`config.mk`:
```
export PLATFORM = sky130hd
export DESIGN_NAME = fpd_top
export DESIGN_NICKNAME = d
export VERILOG_FILES = /design/src/fpd_channel.v /design/src/fpd_top.v
export VERILOG_INCLUDE_DIRS = /design/src /design/src/src
export SDC_FILE = /design/constraint.sdc
export NUM_CORES = 2
export LEC_CHECK = 0
export ABC_AREA = 1
export CAP_MARGIN = 0
export CORE_UTILIZATION = 35
export CTS_CLUSTER_DIAMETER = 150
export DETAILED_ROUTE_END_ITERATION = 8
export DONT_BUFFER_PORTS = 1
export SYNTH_ARGS = -nofsm -noshare
export SYNTH_HDL_FRONTEND = slang
export SYNTH_HIERARCHICAL = 1
export SYNTH_SLANG_ARGS = --single-unit
```
`constraint.sdc`:
```
create_clock -name clk -period 4.4 [get_ports clk]
set_clock_uncertainty 0.2 [all_clocks]
set_input_delay 0.22 -clock clk [delete_from_list [all_inputs] [get_ports clk]]
set_output_delay 0.22 -clock clk [all_outputs]
set_load 0.1 [all_outputs]
```
`src/fpd_defs.vh`:
```
// fpd_defs.vh: offsets, field positions, reset values and timing counts
// assumes a 100 MHz clock and an 8-bit register port
`ifndef FPD_DEFS_VH
`define FPD_DEFS_VH

// ------------------------------------------------------------
// register offsets
// ------------------------------------------------------------
`define FPD_OFF_DUTY1      8'h30
`define FPD_OFF_DUTY2      8'h31
`define FPD_OFF_DUTY3      8'h32
`define FPD_OFF_CFG1       8'h5C
`define FPD_OFF_CFG2       8'h5D
`define FPD_OFF_CFG3       8'h5E
`define FPD_OFF_FREQ1      8'h5F
`define FPD_OFF_FREQ2      8'h60
`define FPD_OFF_FREQ3      8'h61

// ------------------------------------------------------------
// field positions
// ------------------------------------------------------------
`define FPD_CFG_SPIN_LSB   0
`define FPD_CFG_SPIN_MSB   2
`define FPD_CFG_POL_BIT    4
`define FPD_CFG_BHV_LSB    5
`define FPD_CFG_BHV_MSB    7
`define FPD_FRQ_SEL_LSB    0
`define FPD_FRQ_SEL_MSB    2
`define FPD_FRQ_HF_BIT     3

// ------------------------------------------------------------
// reset values
// ------------------------------------------------------------
`define FPD_RST_DUTY       8'hFF
`define FPD_RST_CFG        8'h82
`define FPD_RST_LOW_RATE_SELECT       8'h04

// ------------------------------------------------------------
// behaviour codes
// ------------------------------------------------------------
`define FPD_BHV_REM1       3'h0
`define FPD_BHV_LOCAL      3'h1
`define FPD_BHV_REM2       3'h2
`define FPD_BHV_FULL       3'h3
`define FPD_BHV_OFF        3'h4
`define FPD_BHV_LR2        3'h5
`define FPD_BHV_ALL        3'h6
`define FPD_BHV_MANUAL     3'h7

// ------------------------------------------------------------
// timing: clock rate, 1 ms tick, pwm step rates
// ------------------------------------------------------------
`define FPD_CLK_HZ         100000000
`define FPD_MS_CYC         (`FPD_CLK_HZ / 1000)
// high rate: 22.5 kHz, 256 steps a period, rounded down
`define FPD_HF_HZ          22500
`define FPD_HF_STEP        (`FPD_CLK_HZ / (`FPD_HF_HZ * 256))
// low rates in tenths of Hz
`define FPD_LF_DHZ0        110
`define FPD_LF_DHZ1        147
`define FPD_LF_DHZ2        221
`define FPD_LF_DHZ3        294
`define FPD_LF_DHZ4        353
`define FPD_LF_DHZ5        441
`define FPD_LF_DHZ6        588
`define FPD_LF_DHZ7        882
// startup timeouts in ms
`define FPD_TO_MS1         13'd100
`define FPD_TO_MS2         13'd250
`define FPD_TO_MS3         13'd400
`define FPD_TO_MS4         13'd667
`define FPD_TO_MS5         13'd1000
`define FPD_TO_MS6         13'd2000
`define FPD_TO_MS7         13'd4000

`endif

```
`src/fpd_channel.v`:
```
// fpd_channel.v: one drive channel, pwm counter, spin-up and timeout
// assumes a 1 ms tick and a one-cycle fan_speed_pulse pulse from the parent
`timescale 1ns/1ps
`include "fpd_defs.vh"

module fpd_channel #(
   parameter MS_CYC = `FPD_MS_CYC
) (
   // clock and reset
   input  wire       clk,
   input  wire       nrst,
   // configuration
   input  wire [7:0] cfg,
   input  wire [7:0] low_rate_select,
   input  wire       spin_fan_speed_pulse_off,
   input  wire [7:0] run_duty,
   input  wire       ms_tick,
   input  wire       fan_speed_pulse_pulse,
   // results
   output reg        drive,
   output reg  [7:0] duty_now,
   output reg        fault,
   output wire       cont_fan_speed_pulse
);

   localparam ST_IDLE = 3'b001;
   localparam ST_SPIN = 3'b010;
   localparam ST_RUN  = 3'b100;

   // ------------------------------------------------------------
   // decoders
   // ------------------------------------------------------------
   function [31:0] step_cyc;
      input [2:0] sel;
      begin
         case (sel)
            3'd0: step_cyc = `FPD_CLK_HZ * 10 / (`FPD_LF_DHZ0 * 256);
            3'd1: step_cyc = `FPD_CLK_HZ * 10 / (`FPD_LF_DHZ1 * 256);
            3'd2: step_cyc = `FPD_CLK_HZ * 10 / (`FPD_LF_DHZ2 * 256);
            3'd3: step_cyc = `FPD_CLK_HZ * 10 / (`FPD_LF_DHZ3 * 256);
            3'd4: step_cyc = `FPD_CLK_HZ * 10 / (`FPD_LF_DHZ4 * 256);
            3'd5: step_cyc = `FPD_CLK_HZ * 10 / (`FPD_LF_DHZ5 * 256);
            3'd6: step_cyc = `FPD_CLK_HZ * 10 / (`FPD_LF_DHZ6 * 256);
            default: step_cyc = `FPD_CLK_HZ * 10 / (`FPD_LF_DHZ7 * 256);
         endcase
      end
   endfunction

   function [12:0] timeout_ms;
      input [2:0] sel;
      begin
         case (sel)
            3'd1: timeout_ms = `FPD_TO_MS1;
            3'd2: timeout_ms = `FPD_TO_MS2;
            3'd3: timeout_ms = `FPD_TO_MS3;
            3'd4: timeout_ms = `FPD_TO_MS4;
            3'd5: timeout_ms = `FPD_TO_MS5;
            3'd6: timeout_ms = `FPD_TO_MS6;
            3'd7: timeout_ms = `FPD_TO_MS7;
            default: timeout_ms = 13'd0;
         endcase
      end
   endfunction

   wire        hf_mode = low_rate_select[`FPD_FRQ_HF_BIT];
   wire [2:0]  spin_sel = cfg[`FPD_CFG_SPIN_MSB:`FPD_CFG_SPIN_LSB];
   wire [2:0]  bhv = cfg[`FPD_CFG_BHV_MSB:`FPD_CFG_BHV_LSB];
   wire [31:0] step_lim = hf_mode ? `FPD_HF_STEP :
                          step_cyc(low_rate_select[`FPD_FRQ_SEL_MSB:`FPD_FRQ_SEL_LSB]);
   wire [12:0] to_lim = timeout_ms(spin_sel);

   // dc behaviour forced while high rate runs
   assign cont_fan_speed_pulse = hf_mode;

   // ------------------------------------------------------------
   // free-running step and phase counters
   // ------------------------------------------------------------
   reg [31:0] step_cnt;
   reg [7:0]  phase;
   always @(posedge clk or negedge nrst) begin
      if (!nrst) begin
         step_cnt <= 32'h0;
         phase    <= 8'h00;
      end else if (step_cnt + 32'h1 >= step_lim) begin
         step_cnt <= 32'h0;
         phase    <= phase + 8'h01;
      end else begin
         step_cnt <= step_cnt + 32'h1;
      end
   end

   // ------------------------------------------------------------
   // spin-up state machine
   // ------------------------------------------------------------
   reg [2:0]  state;
   reg [12:0] ms_cnt;
   reg [1:0]  fan_speed_pulse_cnt;
   wire       want_on = (run_duty != 8'h00);
   wire       to_hit = (to_lim != 13'd0) && ms_tick && (ms_cnt + 13'd1 >= to_lim);

   always @(posedge clk or negedge nrst) begin
      if (!nrst) begin
         state    <= ST_IDLE;
         ms_cnt   <= 13'd0;
         fan_speed_pulse_cnt <= 2'd0;
         fault    <= 1'b0;
      end else begin
         case (state)
            ST_IDLE: begin
               ms_cnt   <= 13'd0;
               fan_speed_pulse_cnt <= 2'd0;
               if (want_on && bhv != `FPD_BHV_OFF)
                  state <= ST_SPIN;
            end
            ST_SPIN: begin
               if (ms_tick)
                  ms_cnt <= ms_cnt + 13'd1;
               if (fan_speed_pulse_pulse && fan_speed_pulse_cnt != 2'd2)
                  fan_speed_pulse_cnt <= fan_speed_pulse_cnt + 2'd1;
               if (spin_fan_speed_pulse_off) begin
                  if (to_hit || to_lim == 13'd0)
                     state <= ST_RUN;
               end else if (fan_speed_pulse_cnt == 2'd2) begin
                  state <= ST_RUN;
               end else if (to_hit) begin
                  fault <= 1'b1;
                  state <= ST_RUN;
               end
            end
            ST_RUN: begin
               if (!want_on || bhv == `FPD_BHV_OFF)
                  state <= ST_IDLE;
            end
            default: state <= ST_IDLE;
         endcase
         if (state == ST_IDLE && want_on)
            fault <= 1'b0;
      end
   end

   // ------------------------------------------------------------
   // output stage
   // ------------------------------------------------------------
   reg [7:0] next_duty;
   always @* begin
      if (state == ST_SPIN)
         next_duty = 8'hFF;
      else if (state == ST_RUN)
         next_duty = run_duty;
      else
         next_duty = 8'h00;
   end

   always @(posedge clk or negedge nrst) begin
      if (!nrst) begin
         duty_now <= `FPD_RST_DUTY;
         drive    <= 1'b1;
      end else begin
         duty_now <= next_duty;
         // 0xFF holds the line on, 0x00 off, else compare
         drive <= ((duty_now == 8'hFF) || (phase < duty_now))
                  ^ cfg[`FPD_CFG_POL_BIT];
      end
   end

endmodule

```
`src/fpd_top.v`:
```
// fpd_top.v: three-channel fan drive with its register port
// assumes single-cycle register strobes and synchronous inputs
//
// Behaviour
// - three-bit timeout field: none,100,250,400,667ms,1,2,4s; default 250ms.
// - spin-up disable bit set stops waiting for two fan_speed_pulse pulses.
// - with fan_speed_pulse spin-up off, spin up until the selected number of 1 ms ticks has passed.
// - polarity bit 0 makes full duty high, 1 makes it low.
// - low-rate field selects 11.0 to 88.2 Hz, default 35.3 Hz.
// - frequency register bit 3 selects high-rate drive.
// - high-rate drive is fixed at 22.5 kHz; the code steps every 17 clocks of 100 MHz, about 22.98 kHz.
// - high-rate drive forces continuous fan_speed_pulse behaviour internally.
// - in manual mode the written duty register drives the output.
// - duty is 8 bits, linear 0 to 100 percent.
// - the three duty registers reset to 0xFF.
// - reading duty returns the duty really driven.
// - manual mode plus thermal limit forces full duty.
// - automatic duty ramps from minimum to full over the span.
// - automatic mode follows temperature with no host action.
// - behaviour codes map to sources, full, disabled, fastest, manual.
// - spin-up drives full duty until two fan_speed_pulse pulses, then runs.
// - no two fan_speed_pulse pulses within timeout raises a fan fault.
`timescale 1ns/1ps
`include "fpd_defs.vh"

module fpd_top #(
   parameter MS_CYC = `FPD_MS_CYC
) (
   // clock and reset
   input  wire        clk,
   input  wire        nrst,
   // register port
   input  wire [7:0]  reg_addr,
   input  wire        reg_wr,
   input  wire        reg_rd,
   input  wire [7:0]  reg_wdata,
   output reg  [7:0]  reg_rdata,
   // global control
   input  wire        fan_speed_pulse_spinup_disable,
   input  wire        thermal_limit_signal,
   // temperatures: remote 1, local, remote 2
   input  wire [7:0]  temp_rem1,
   input  wire [7:0]  temp_local,
   input  wire [7:0]  temp_rem2,
   input  wire [7:0]  turn_on_threshold_1,
   input  wire [7:0]  turn_on_threshold_2,
   input  wire [7:0]  turn_on_threshold_3,
   input  wire [7:0]  ramp_span_1,
   input  wire [7:0]  ramp_span_2,
   input  wire [7:0]  ramp_span_3,
   input  wire [23:0] minimum_duty,
   // fans
   input  wire [2:0]  fan_speed_pulse,
   output wire        drive_output_1,
   output wire        drive_output_2,
   output wire        drive_output_3,
   output wire [2:0]  fan_fault,
   output wire [2:0]  cont_fan_speed_pulse
);

   // ------------------------------------------------------------
   // registers
   // ------------------------------------------------------------
   reg  [7:0]  duty_reg [0:2];
   reg  [7:0]  cfg_reg  [0:2];
   reg  [7:0]  low_rate_select_reg [0:2];
   wire [7:0]  duty_now [0:2];
   wire [2:0]  drive;
   reg  [2:0]  fan_speed_pulse_q;

   function [1:0] chan_of;
      input [7:0] a;
      input [7:0] base;
      begin
         if (a == base)
            chan_of = 2'd0;
         else if (a == base + 8'h01)
            chan_of = 2'd1;
         else if (a == base + 8'h02)
            chan_of = 2'd2;
         else
            chan_of = 2'd3;
      end
   endfunction

   wire [1:0] duty_ch = chan_of(reg_addr, `FPD_OFF_DUTY1);
   wire [1:0] cfg_ch  = chan_of(reg_addr, `FPD_OFF_CFG1);
   wire [1:0] low_rate_select_ch = chan_of(reg_addr, `FPD_OFF_FREQ1);

   integer i;
   always @(posedge clk or negedge nrst) begin
      if (!nrst) begin
         for (i = 0; i < 3; i = i + 1) begin
            duty_reg[i] <= `FPD_RST_DUTY;
            cfg_reg[i]  <= `FPD_RST_CFG;
            low_rate_select_reg[i] <= `FPD_RST_LOW_RATE_SELECT;
         end
      end else if (reg_wr) begin
         if (duty_ch != 2'd3 &&
             cfg_reg[duty_ch][`FPD_CFG_BHV_MSB:`FPD_CFG_BHV_LSB]
             == `FPD_BHV_MANUAL)
            duty_reg[duty_ch] <= reg_wdata;
         if (cfg_ch != 2'd3)
            cfg_reg[cfg_ch] <= reg_wdata;
         if (low_rate_select_ch != 2'd3)
            low_rate_select_reg[low_rate_select_ch] <= {4'h0, reg_wdata[3:0]};
      end
   end

   // ------------------------------------------------------------
   // read port
   // ------------------------------------------------------------
   always @(posedge clk or negedge nrst) begin
      if (!nrst)
         reg_rdata <= 8'h00;
      else if (reg_rd) begin
         if (duty_ch != 2'd3)
            reg_rdata <= duty_now[duty_ch];
         else if (cfg_ch != 2'd3)
            reg_rdata <= cfg_reg[cfg_ch];
         else if (low_rate_select_ch != 2'd3)
            reg_rdata <= low_rate_select_reg[low_rate_select_ch];
         else
            reg_rdata <= 8'h00;
      end
   end

   // ------------------------------------------------------------
   // millisecond tick and fan_speed_pulse edge
   // ------------------------------------------------------------
   reg [31:0] ms_cnt;
   wire       ms_tick = (ms_cnt + 32'h1 >= MS_CYC);
   always @(posedge clk or negedge nrst) begin
      if (!nrst) begin
         ms_cnt <= 32'h0;
         // fan_speed_pulse lines idle at their pull-up level, so no false edge
         fan_speed_pulse_q <= 3'b111;
      end else begin
         ms_cnt <= ms_tick ? 32'h0 : ms_cnt + 32'h1;
         fan_speed_pulse_q <= fan_speed_pulse;
      end
   end
   wire [2:0] fan_speed_pulse_rise = fan_speed_pulse & ~fan_speed_pulse_q;

   // ------------------------------------------------------------
   // automatic duty per temperature source
   // ------------------------------------------------------------
   function [7:0] ramp;
      input [7:0] t;
      input [7:0] turn_on_threshold;
      input [7:0] span;
      input [7:0] dmin;
      reg   [8:0] over;
      reg   [16:0] lift;
      begin
         over = {1'b0, t} - {1'b0, turn_on_threshold};
         lift = 17'h0;
         if (t < turn_on_threshold)
            ramp = 8'h00;
         else if (span == 8'h00 || over[7:0] >= span)
            ramp = 8'hFF;
         else begin
            lift = ({9'h0, 8'hFF - dmin} * {9'h0, over[7:0]}) / {9'h0, span};
            ramp = dmin + lift[7:0];
         end
      end
   endfunction

   function [7:0] max2;
      input [7:0] a;
      input [7:0] b;
      begin
         max2 = (a > b) ? a : b;
      end
   endfunction

   wire [7:0] auto_r1 = ramp(temp_rem1,  turn_on_threshold_1, ramp_span_1,
                             minimum_duty[7:0]);
   wire [7:0] auto_lc = ramp(temp_local, turn_on_threshold_2, ramp_span_2,
                             minimum_duty[15:8]);
   wire [7:0] auto_r2 = ramp(temp_rem2,  turn_on_threshold_3, ramp_span_3,
                             minimum_duty[23:16]);

   // ------------------------------------------------------------
   // channels
   // ------------------------------------------------------------
   genvar g;
   generate
      for (g = 0; g < 3; g = g + 1) begin : chan
         reg [7:0] run_duty;
         always @* begin
            case (cfg_reg[g][`FPD_CFG_BHV_MSB:`FPD_CFG_BHV_LSB])
               `FPD_BHV_REM1:   run_duty = auto_r1;
               `FPD_BHV_LOCAL:  run_duty = auto_lc;
               `FPD_BHV_REM2:   run_duty = auto_r2;
               `FPD_BHV_FULL:   run_duty = 8'hFF;
               `FPD_BHV_LR2:    run_duty = max2(auto_lc, auto_r2);
               `FPD_BHV_ALL:    run_duty = max2(auto_r1,
                                                max2(auto_lc, auto_r2));
               `FPD_BHV_MANUAL: run_duty = thermal_limit_signal ? 8'hFF
                                           : duty_reg[g];
               default:         run_duty = 8'h00;
            endcase
         end

         fpd_channel #(
            .MS_CYC        (MS_CYC)
         ) u_chan (
            .clk           (clk),
            .nrst          (nrst),
            .cfg           (cfg_reg[g]),
            .low_rate_select          (low_rate_select_reg[g]),
            .spin_fan_speed_pulse_off (fan_speed_pulse_spinup_disable),
            .run_duty      (run_duty),
            .ms_tick       (ms_tick),
            .fan_speed_pulse_pulse    (fan_speed_pulse_rise[g]),
            .drive         (drive[g]),
            .duty_now      (duty_now[g]),
            .fault         (fan_fault[g]),
            .cont_fan_speed_pulse     (cont_fan_speed_pulse[g])
         );
      end
   endgenerate

   assign drive_output_1 = drive[0];
   assign drive_output_2 = drive[1];
   assign drive_output_3 = drive[2];

endmodule

```
Word-level counts from Yosys, hierarchy flattened
Cells that the tools add are included.
{ "word_totals": {"reg_bits": 319, "in_bits": 121, "output_inout_bits": 17, "wordCells": 404} }
{ "classes": {"mux": 114, "n_div": 3, "mul": 3, "order_cmp": 24, "add_sub_neg": 22, "n_eq_ne": 118, "bitwise": 8, "reduce_logical": 76} }
{ "op_table": {"columns": ["cell", "count"], "rows": [
  ["16-bit one-hot mux with 7 select lines", 3],
  ["12-bit one-hot mux with 7 select lines", 3],
  ["8-bit 2-to-1 mux", 31],
  ["8-bit one-hot mux with 7 select lines", 3],
  ["32-bit by 1-bit adder with 32-bit output (second input constant)", 4],
  ["32-bit 2-to-1 mux", 4],
  ["3-bit == test (second input constant)", 37],
  ["32-bit greater-or-equal comparator", 3],
  ["13-bit one-hot mux with 2 select lines", 3],
  ["24-bit bitwise mux", 3],
  ["8-bit binary-select mux with 2-bit select", 4],
  ["3-bit by 2-bit == test with 1-bit output (second input constant)", 21],
  ["3-bit 2-to-1 mux", 18],
  ["16-bit by 8-bit divider with 17-bit output", 3],
  ["8-bit demux with 2-bit select", 3],
  ["8-bit by 7-bit == test with 1-bit output (second input constant)", 6],
  ["8-bit < comparator", 6],
  ["8-bit by 8-bit multiplier with 16-bit output", 3],
  ["16-bit 2-to-1 mux", 3],
  ["13-bit by 1-bit adder with 13-bit output (second input constant)", 3],
  ["13-bit by 12-bit greater-or-equal comparator with 1-bit output", 3],
  ["13-bit logical NOT", 3],
  ["13-bit 2-to-1 mux", 3],
  ["13-bit nonzero test", 3],
  ["other kinds (36)", 192]
]} }

Longest topological paths before layout
{ "depth": {"depth_word": 16, "ltp_mapped": 293, "ltp_nobuf": 280} }

Modules after synthesis
Netlist, hierarchy kept.
{ "modules_own_cells": {"columns": ["mod", "instances", "area_each_um2", "seq_area_each_um2", "cells_per_inst"], "rows": [
  ["fpd_top", 1, 32543.7, 2622.5, 5038],
  ["fpd_channel", 3, 5031.1, 1714.1, 726]
]} }

Worst setup path after synthesis
Ideal clock, no wire load.
{ "synth_path": {"path_type": "input to register", "startpoint": "in temp_rem2[0]", "endpoint": "reg chan[0].u_chan.state[2]", "path_buffers": 11, "stages": 259, "required_ns": 4.083, "setup_ns": 0.117, "setup_slack_ns": -31.949, "arrival_ns": 36.032, "path_cell_list": "inv_1 > ha_1 > fa_1 > nor2_1 > o21ai_0 > nand2_1 > a21oi_1 > o21ai_0 > or2_2 > nand2_1 > or2_2 > fa_1 > fa_1 > inv_1 > fa_1 > inv_1 > fa_1 > inv_1 > [... 223 more ...] > ha_1 > nand2_1 > nor2_1 > nand2_1 > a21oi_1 > clkbuf_1 > o21ai_0 > a21oi_1 > o21ai_0 > inv_1 > nand4_1 > nor2_1 > a21oi_1 > or2_2 > nand2_1 > inv_1 > nand3_1 > nand2_1"} }
{ "synth_between": {"elab_chain_cells": 16, "elab_cells_between_ends": 21, "classes_between": "add/sub: 2; mul: 1; div: 1; order compare: 4; eq/ne: 2; mux: 5; reduce/logical: 6"} }
{ "synth_rtl": {"columns": ["element", "line_no", "text"], "rows": [
  ["start, declared", "fpd_top.v:44", "input wire [7:0] temp_rem2,"],
  ["8-bit subtractor", "fpd_top.v:156", "over = {1'b0, t} - {1'b0, turn_on_threshold};"],
  ["8-bit by 8-bit multiplier with 16-bit output", "fpd_top.v:163", "lift = ({9'h0, 8'hFF - dmin} * {9'h0, over[7:0]}) / {9'h0, span};"],
  ["16-bit by 8-bit divider with 17-bit output", "fpd_top.v:163", null],
  ["8-bit adder", "fpd_top.v:164", "ramp = dmin + lift[7:0];"],
  ["8-bit 2-to-1 mux", "fpd_top.v:160", "else if (span == 8'h00 || over[7:0] >= span)"],
  ["8-bit 2-to-1 mux *", "fpd_top.v:158", "if (t < turn_on_threshold)"],
  ["8-bit greater-than comparator", "fpd_top.v:173", "max2 = (a > b) ? a : b;"],
  ["8-bit 2-to-1 mux", "fpd_top.v:173", null],
  ["8-bit greater-than comparator", "fpd_top.v:173", null],
  ["8-bit 2-to-1 mux", "fpd_top.v:173", null],
  ["8-bit one-hot mux with 7 select lines *", "fpd_top.v:192", "case (cfg_reg[g][`FPD_CFG_BHV_MSB:`FPD_CFG_BHV_LSB])"],
  ["via chan[0].run_duty[2]", "fpd_top.v:190", "reg [7:0] run_duty;"],
  ["8-bit nonzero test *", "fpd_channel.v:98", "wire want_on = (run_duty != 8'h00);"],
  ["1-bit logical NOT", "fpd_channel.v:131", "if (!want_on || bhv == `FPD_BHV_OFF)"],
  ["1-bit logical OR (no line)", null, null],
  ["2-bit by 1-bit inequality test with 1-bit output (no line)", null, null],
  ["4-bit AND reduction (no line) *", null, null],
  ["end signal, assigned", "fpd_channel.v:127", "state <= ST_RUN;"],
  ["end signal, assigned", "fpd_channel.v:132", "state <= ST_IDLE;"],
  ["end signal, assigned", "fpd_channel.v:134", "default: state <= ST_IDLE;"],
  ["end, declared", "fpd_channel.v:95", "reg [2:0] state;"]
]} }
Mark *: on every way through the listed nets, which the timed path passes. The rest lies on a longest branch.
A chain may end at the register's enable or synchronous reset.

Final worst setup path
{ "layout_path": {"startpoint": "in turn_on_threshold_2[1]", "endpoint": "reg chan[0].u_chan.state[2]"} }
{ "layout_between": {"elab_chain_cells": 16, "elab_cells_between_ends": 21, "classes_between": "add/sub: 2; mul: 1; div: 1; order compare: 4; eq/ne: 2; mux: 5; reduce/logical: 6"} }
{ "layout_rtl": {"columns": ["element", "line_no", "text"], "rows": [
  ["start, declared", "fpd_top.v:46", "input wire [7:0] turn_on_threshold_2,"],
  ["8-bit subtractor", "fpd_top.v:156", null],
  ["8-bit by 8-bit multiplier with 16-bit output", "fpd_top.v:163", null],
  ["16-bit by 8-bit divider with 17-bit output", "fpd_top.v:163", null],
  ["8-bit adder", "fpd_top.v:164", null],
  ["8-bit 2-to-1 mux", "fpd_top.v:160", null],
  ["8-bit 2-to-1 mux *", "fpd_top.v:158", null],
  ["8-bit greater-than comparator", "fpd_top.v:173", null],
  ["8-bit 2-to-1 mux", "fpd_top.v:173", null],
  ["8-bit greater-than comparator", "fpd_top.v:173", null],
  ["8-bit 2-to-1 mux", "fpd_top.v:173", null],
  ["8-bit one-hot mux with 7 select lines *", "fpd_top.v:192", null],
  ["via chan[0].run_duty[5]", "fpd_top.v:190", null],
  ["8-bit nonzero test *", "fpd_channel.v:98", null],
  ["1-bit logical NOT", "fpd_channel.v:131", null],
  ["1-bit logical OR (no line)", null, null],
  ["2-bit by 1-bit inequality test with 1-bit output (no line)", null, null],
  ["4-bit AND reduction (no line) *", null, null]
]} }
Marks and branches as above.

==> flow_summary.yaml <==
global_route:
  grt_busiest_layer: "met2"
  antenna_found_initial: 7
  grtUsageMet2: 0.382
  track_usage: 0.211
  gr-usage-met1: 0.266
  grtUsageMet3: 0.0195
  grt_pass1_vias: 51200
  grt_max_degree: 308
  grt_pass1_wl_um: 244000
  gr-total-overflow: 0
clocking:
  cts_buffer_depth: 3
  htreeDepth: 2
  cts_tree: "yes"
  cts_num_sinks: 307
  cts_hold_buffers: 18
  cts_root_buf: "clkbuf_16"
  path_clk_slew_ns: 0.06
  cts_buffers: 37
  clk-insertion-delay-late_ns: 0.57
final_layout:
  seq_area_um2: 7760
  multi_input_area_um2: 38100
  stdcell_area_um2: 68100
  top_regs: "chan.u_chan/step_cnt: 96 flops, chan.u_chan/ms_cnt: 39 flops, ms_cnt: 32 flops"
  syn_to_final_growth_pct: 42.9
  final_util: 0.503
  finalNetCount: 9963
  fillers: 12900
  drive_gt1_frac: 0.312
  largest_reg_flops: 96
  top_register: "chan.u_chan/step_cnt"
yosys:
  synth_top_family_by_area: "simple AND/OR/NAND/NOR gates"
  yosys_warnings: 6
  synth_edf_count: 0
  synth.mux.area_fraction: 0.000420
  synthFlopType: "dfrtp_1"
  synth-compound-area-share: 0.130
  synthCells: 7216
  ys_ff_latch: 307
  ys_types: 72
  synth_xor_area_frac: 0.0691
  async_flop_share: 1.00
  synth.cells.most_frequent: "nand2_1, inv_1, nor2_1"
  synthAdderAreaFrac: 0.216
  synth_most_common_cell: "nand2_1"
  ys_seq_area_frac: 0.163
  yosysTopAreaCellShare: 0.168
  avgSynthCellArea_um2: 6.60
  yosysTopAreaCell: "ha_1"
  synth_area_leaders: "ha_1, nand2_1, dfrtp_1"
  synthesis.area_um2: 47600
  synthSimpleGateAreaFrac: 0.313
floorplanning:
  die-area_um2: 138000
  core-area_um2: 135000
  die_h_um: 371
  ios: 138
  start_util: 0.352
  die_w_um: 371
  num_rows: 135
placement:
  dpl.hpwl_um: 116000
  preCtsSetupSlack_ns: -31.24
  port_buffers: 0
  gp_congestion: 0.959
  dpl-instance-area_um2: 61500
routing:
  post_drt_wl_per_cell_um: 13.8
  num_vias: 52300
  drt-total-wl_um: 151000
  first_iter_violations: 2674
  drc: 0
  first_pass_iters: 8
  viasPerCell: 4.80
  ant_nets: 0
sta:
  fin_crit_sh: 7.75
  worst_pin_slew_ns: 1.19
  fin_crit_ns: 34.10
  finalSetupViolations: 36
  slew_headroom: 0.200
  finalHoldWorstSlack_ns: -0.832
  max_freq_mhz: 29.3
  drv_slew: 0
  rsz0062_at_grt: "true"
  setup_ws_ns: -29.70
  finalHoldViolations: 307
worst_setup_path:
  worstPathRequired_ns: 4.67
  cp-start-kind: "input pin"
  critPathSlowestCell: "fa_1"
  path_max_fanout: 7
  crit_type: "in2reg"
  crit-reg2reg-launch: "ms_cnt[0]$_DFF_PN0_"
  cpMostUsedCell: "nand2_2"
  cp.arrival_ns: 34.36
  critPathMaxStageDelay_ns: 0.53
  crit_path_end_kind: "register"
  critPathLaunch: "turn_on_threshold_2[1]"
worst_hold_path:
  hold_class: "in2async"
run_status:
  violations: "negative hold slack, negative setup slack"
  status: "finished, violations left"
flow_run:
  maxCapViolations: 0
## worst paths after layout
check | cells past startpoint | endpoint | slack (ns)
max | 273 | chan[0].u_chan/state[2]$_DFFE_PN0P_ | -29.70
min reg2reg | 2 | cfg_reg[19]$_DFFE_PN0P_ | 0.29
min | 0 | ms_cnt[25]$_DFF_PN0_ | -0.83
max in group asynchronous | 0 | chan[0].u_chan/step_cnt[24]$_DFF_PN0_ | 3.99
min in group clk | 1 | fan_speed_pulse_q[0]$_DFF_PN1_ | 0.04
max reg2reg | 22 | chan[2].u_chan/ms_cnt[8]$_DFFE_PN0P_ | 0.24
## per-layer routing
metal / vias up / part of all wire
met5: - / 0.00029
li1: 27000 / -
met1: 24100 / 0.45
met4: 6 / 0.029
met3: 272 / 0.034
met2: 878 / 0.49
## layout by cell type (no fill, tap or decap), types with 106 or more instances in the layout
master / instances
nand2_1: 1648
xor2_1: 233
xnor2_1: 139
a21oi_1: 197
nor2_1: 644
buf_4: 1799
dfrtp_1: 241
nand3_1: 366
nor2_2: 122
fa_1: 106
o21ai_0: 318
inv_1: 1135
nand2_2: 148
ha_1: 574
## area by class of cell
| cell class | instances | share of cell area |
|---|---|---|
| diodes | 2 | 0.0000735 |
| clock inverters | 15 | 0.00206 |
| inverters | 1219 | 0.0683 |
| repair buffers | 1854 | 0.208 |
| multi-input cells | 5665 | 0.559 |
| repair inverters | 3 | 0.000349 |
| well taps | 1781 | 0.0327 |
| flip-flops and latches | 307 | 0.114 |
| clock buffers | 53 | 0.0156 |
## cells by family after synthesis
kind of cell,count (synthesis)
simple gates,3395
buf+inv,1308
compound gates,1069
fa+ha+maj,755
xor+xnor,376
flops,307
other cells,4
mux,2
## critical path, delay by kind of cell
kind | cells | cell delay [ns]
AND/OR/NAND/NOR | 118 | 11.11
buffers and inverters | 60 | 5.50
AO/OA/AOI/OAI | 66 | 9.11
adder cells (fa/ha/maj) | 25 | 7.76
XOR/XNOR | 4 | 0.57
## timing repair
| action | 4_1_cts | 5_1_grt |
|---|---|---|
| setup endpoints to repair | 41 | 75 |
| hold endpoints to repair | 394 | 307 |
| pin swaps | 208 | 320 |
| buffers inserted | 290 | 92 |
| cloned | 5 | 2 |
| gates resized for setup | 268 | 340 |
## metrics by stage
step / std cells / setup TNS (ns)
after floorplan: 7278 / -1045.13
after global placement: 10400 / -1088.37
after detailed placement: 10400 / -1106.93
after CTS: 10800 / -1013.76
after global routing: 10900 / -1135.99
final: 10900 / -1056.04
Power is left out: the tool's default activity adds up to more than one toggle a clock period on the data nets, which glitch-free logic cannot reach.
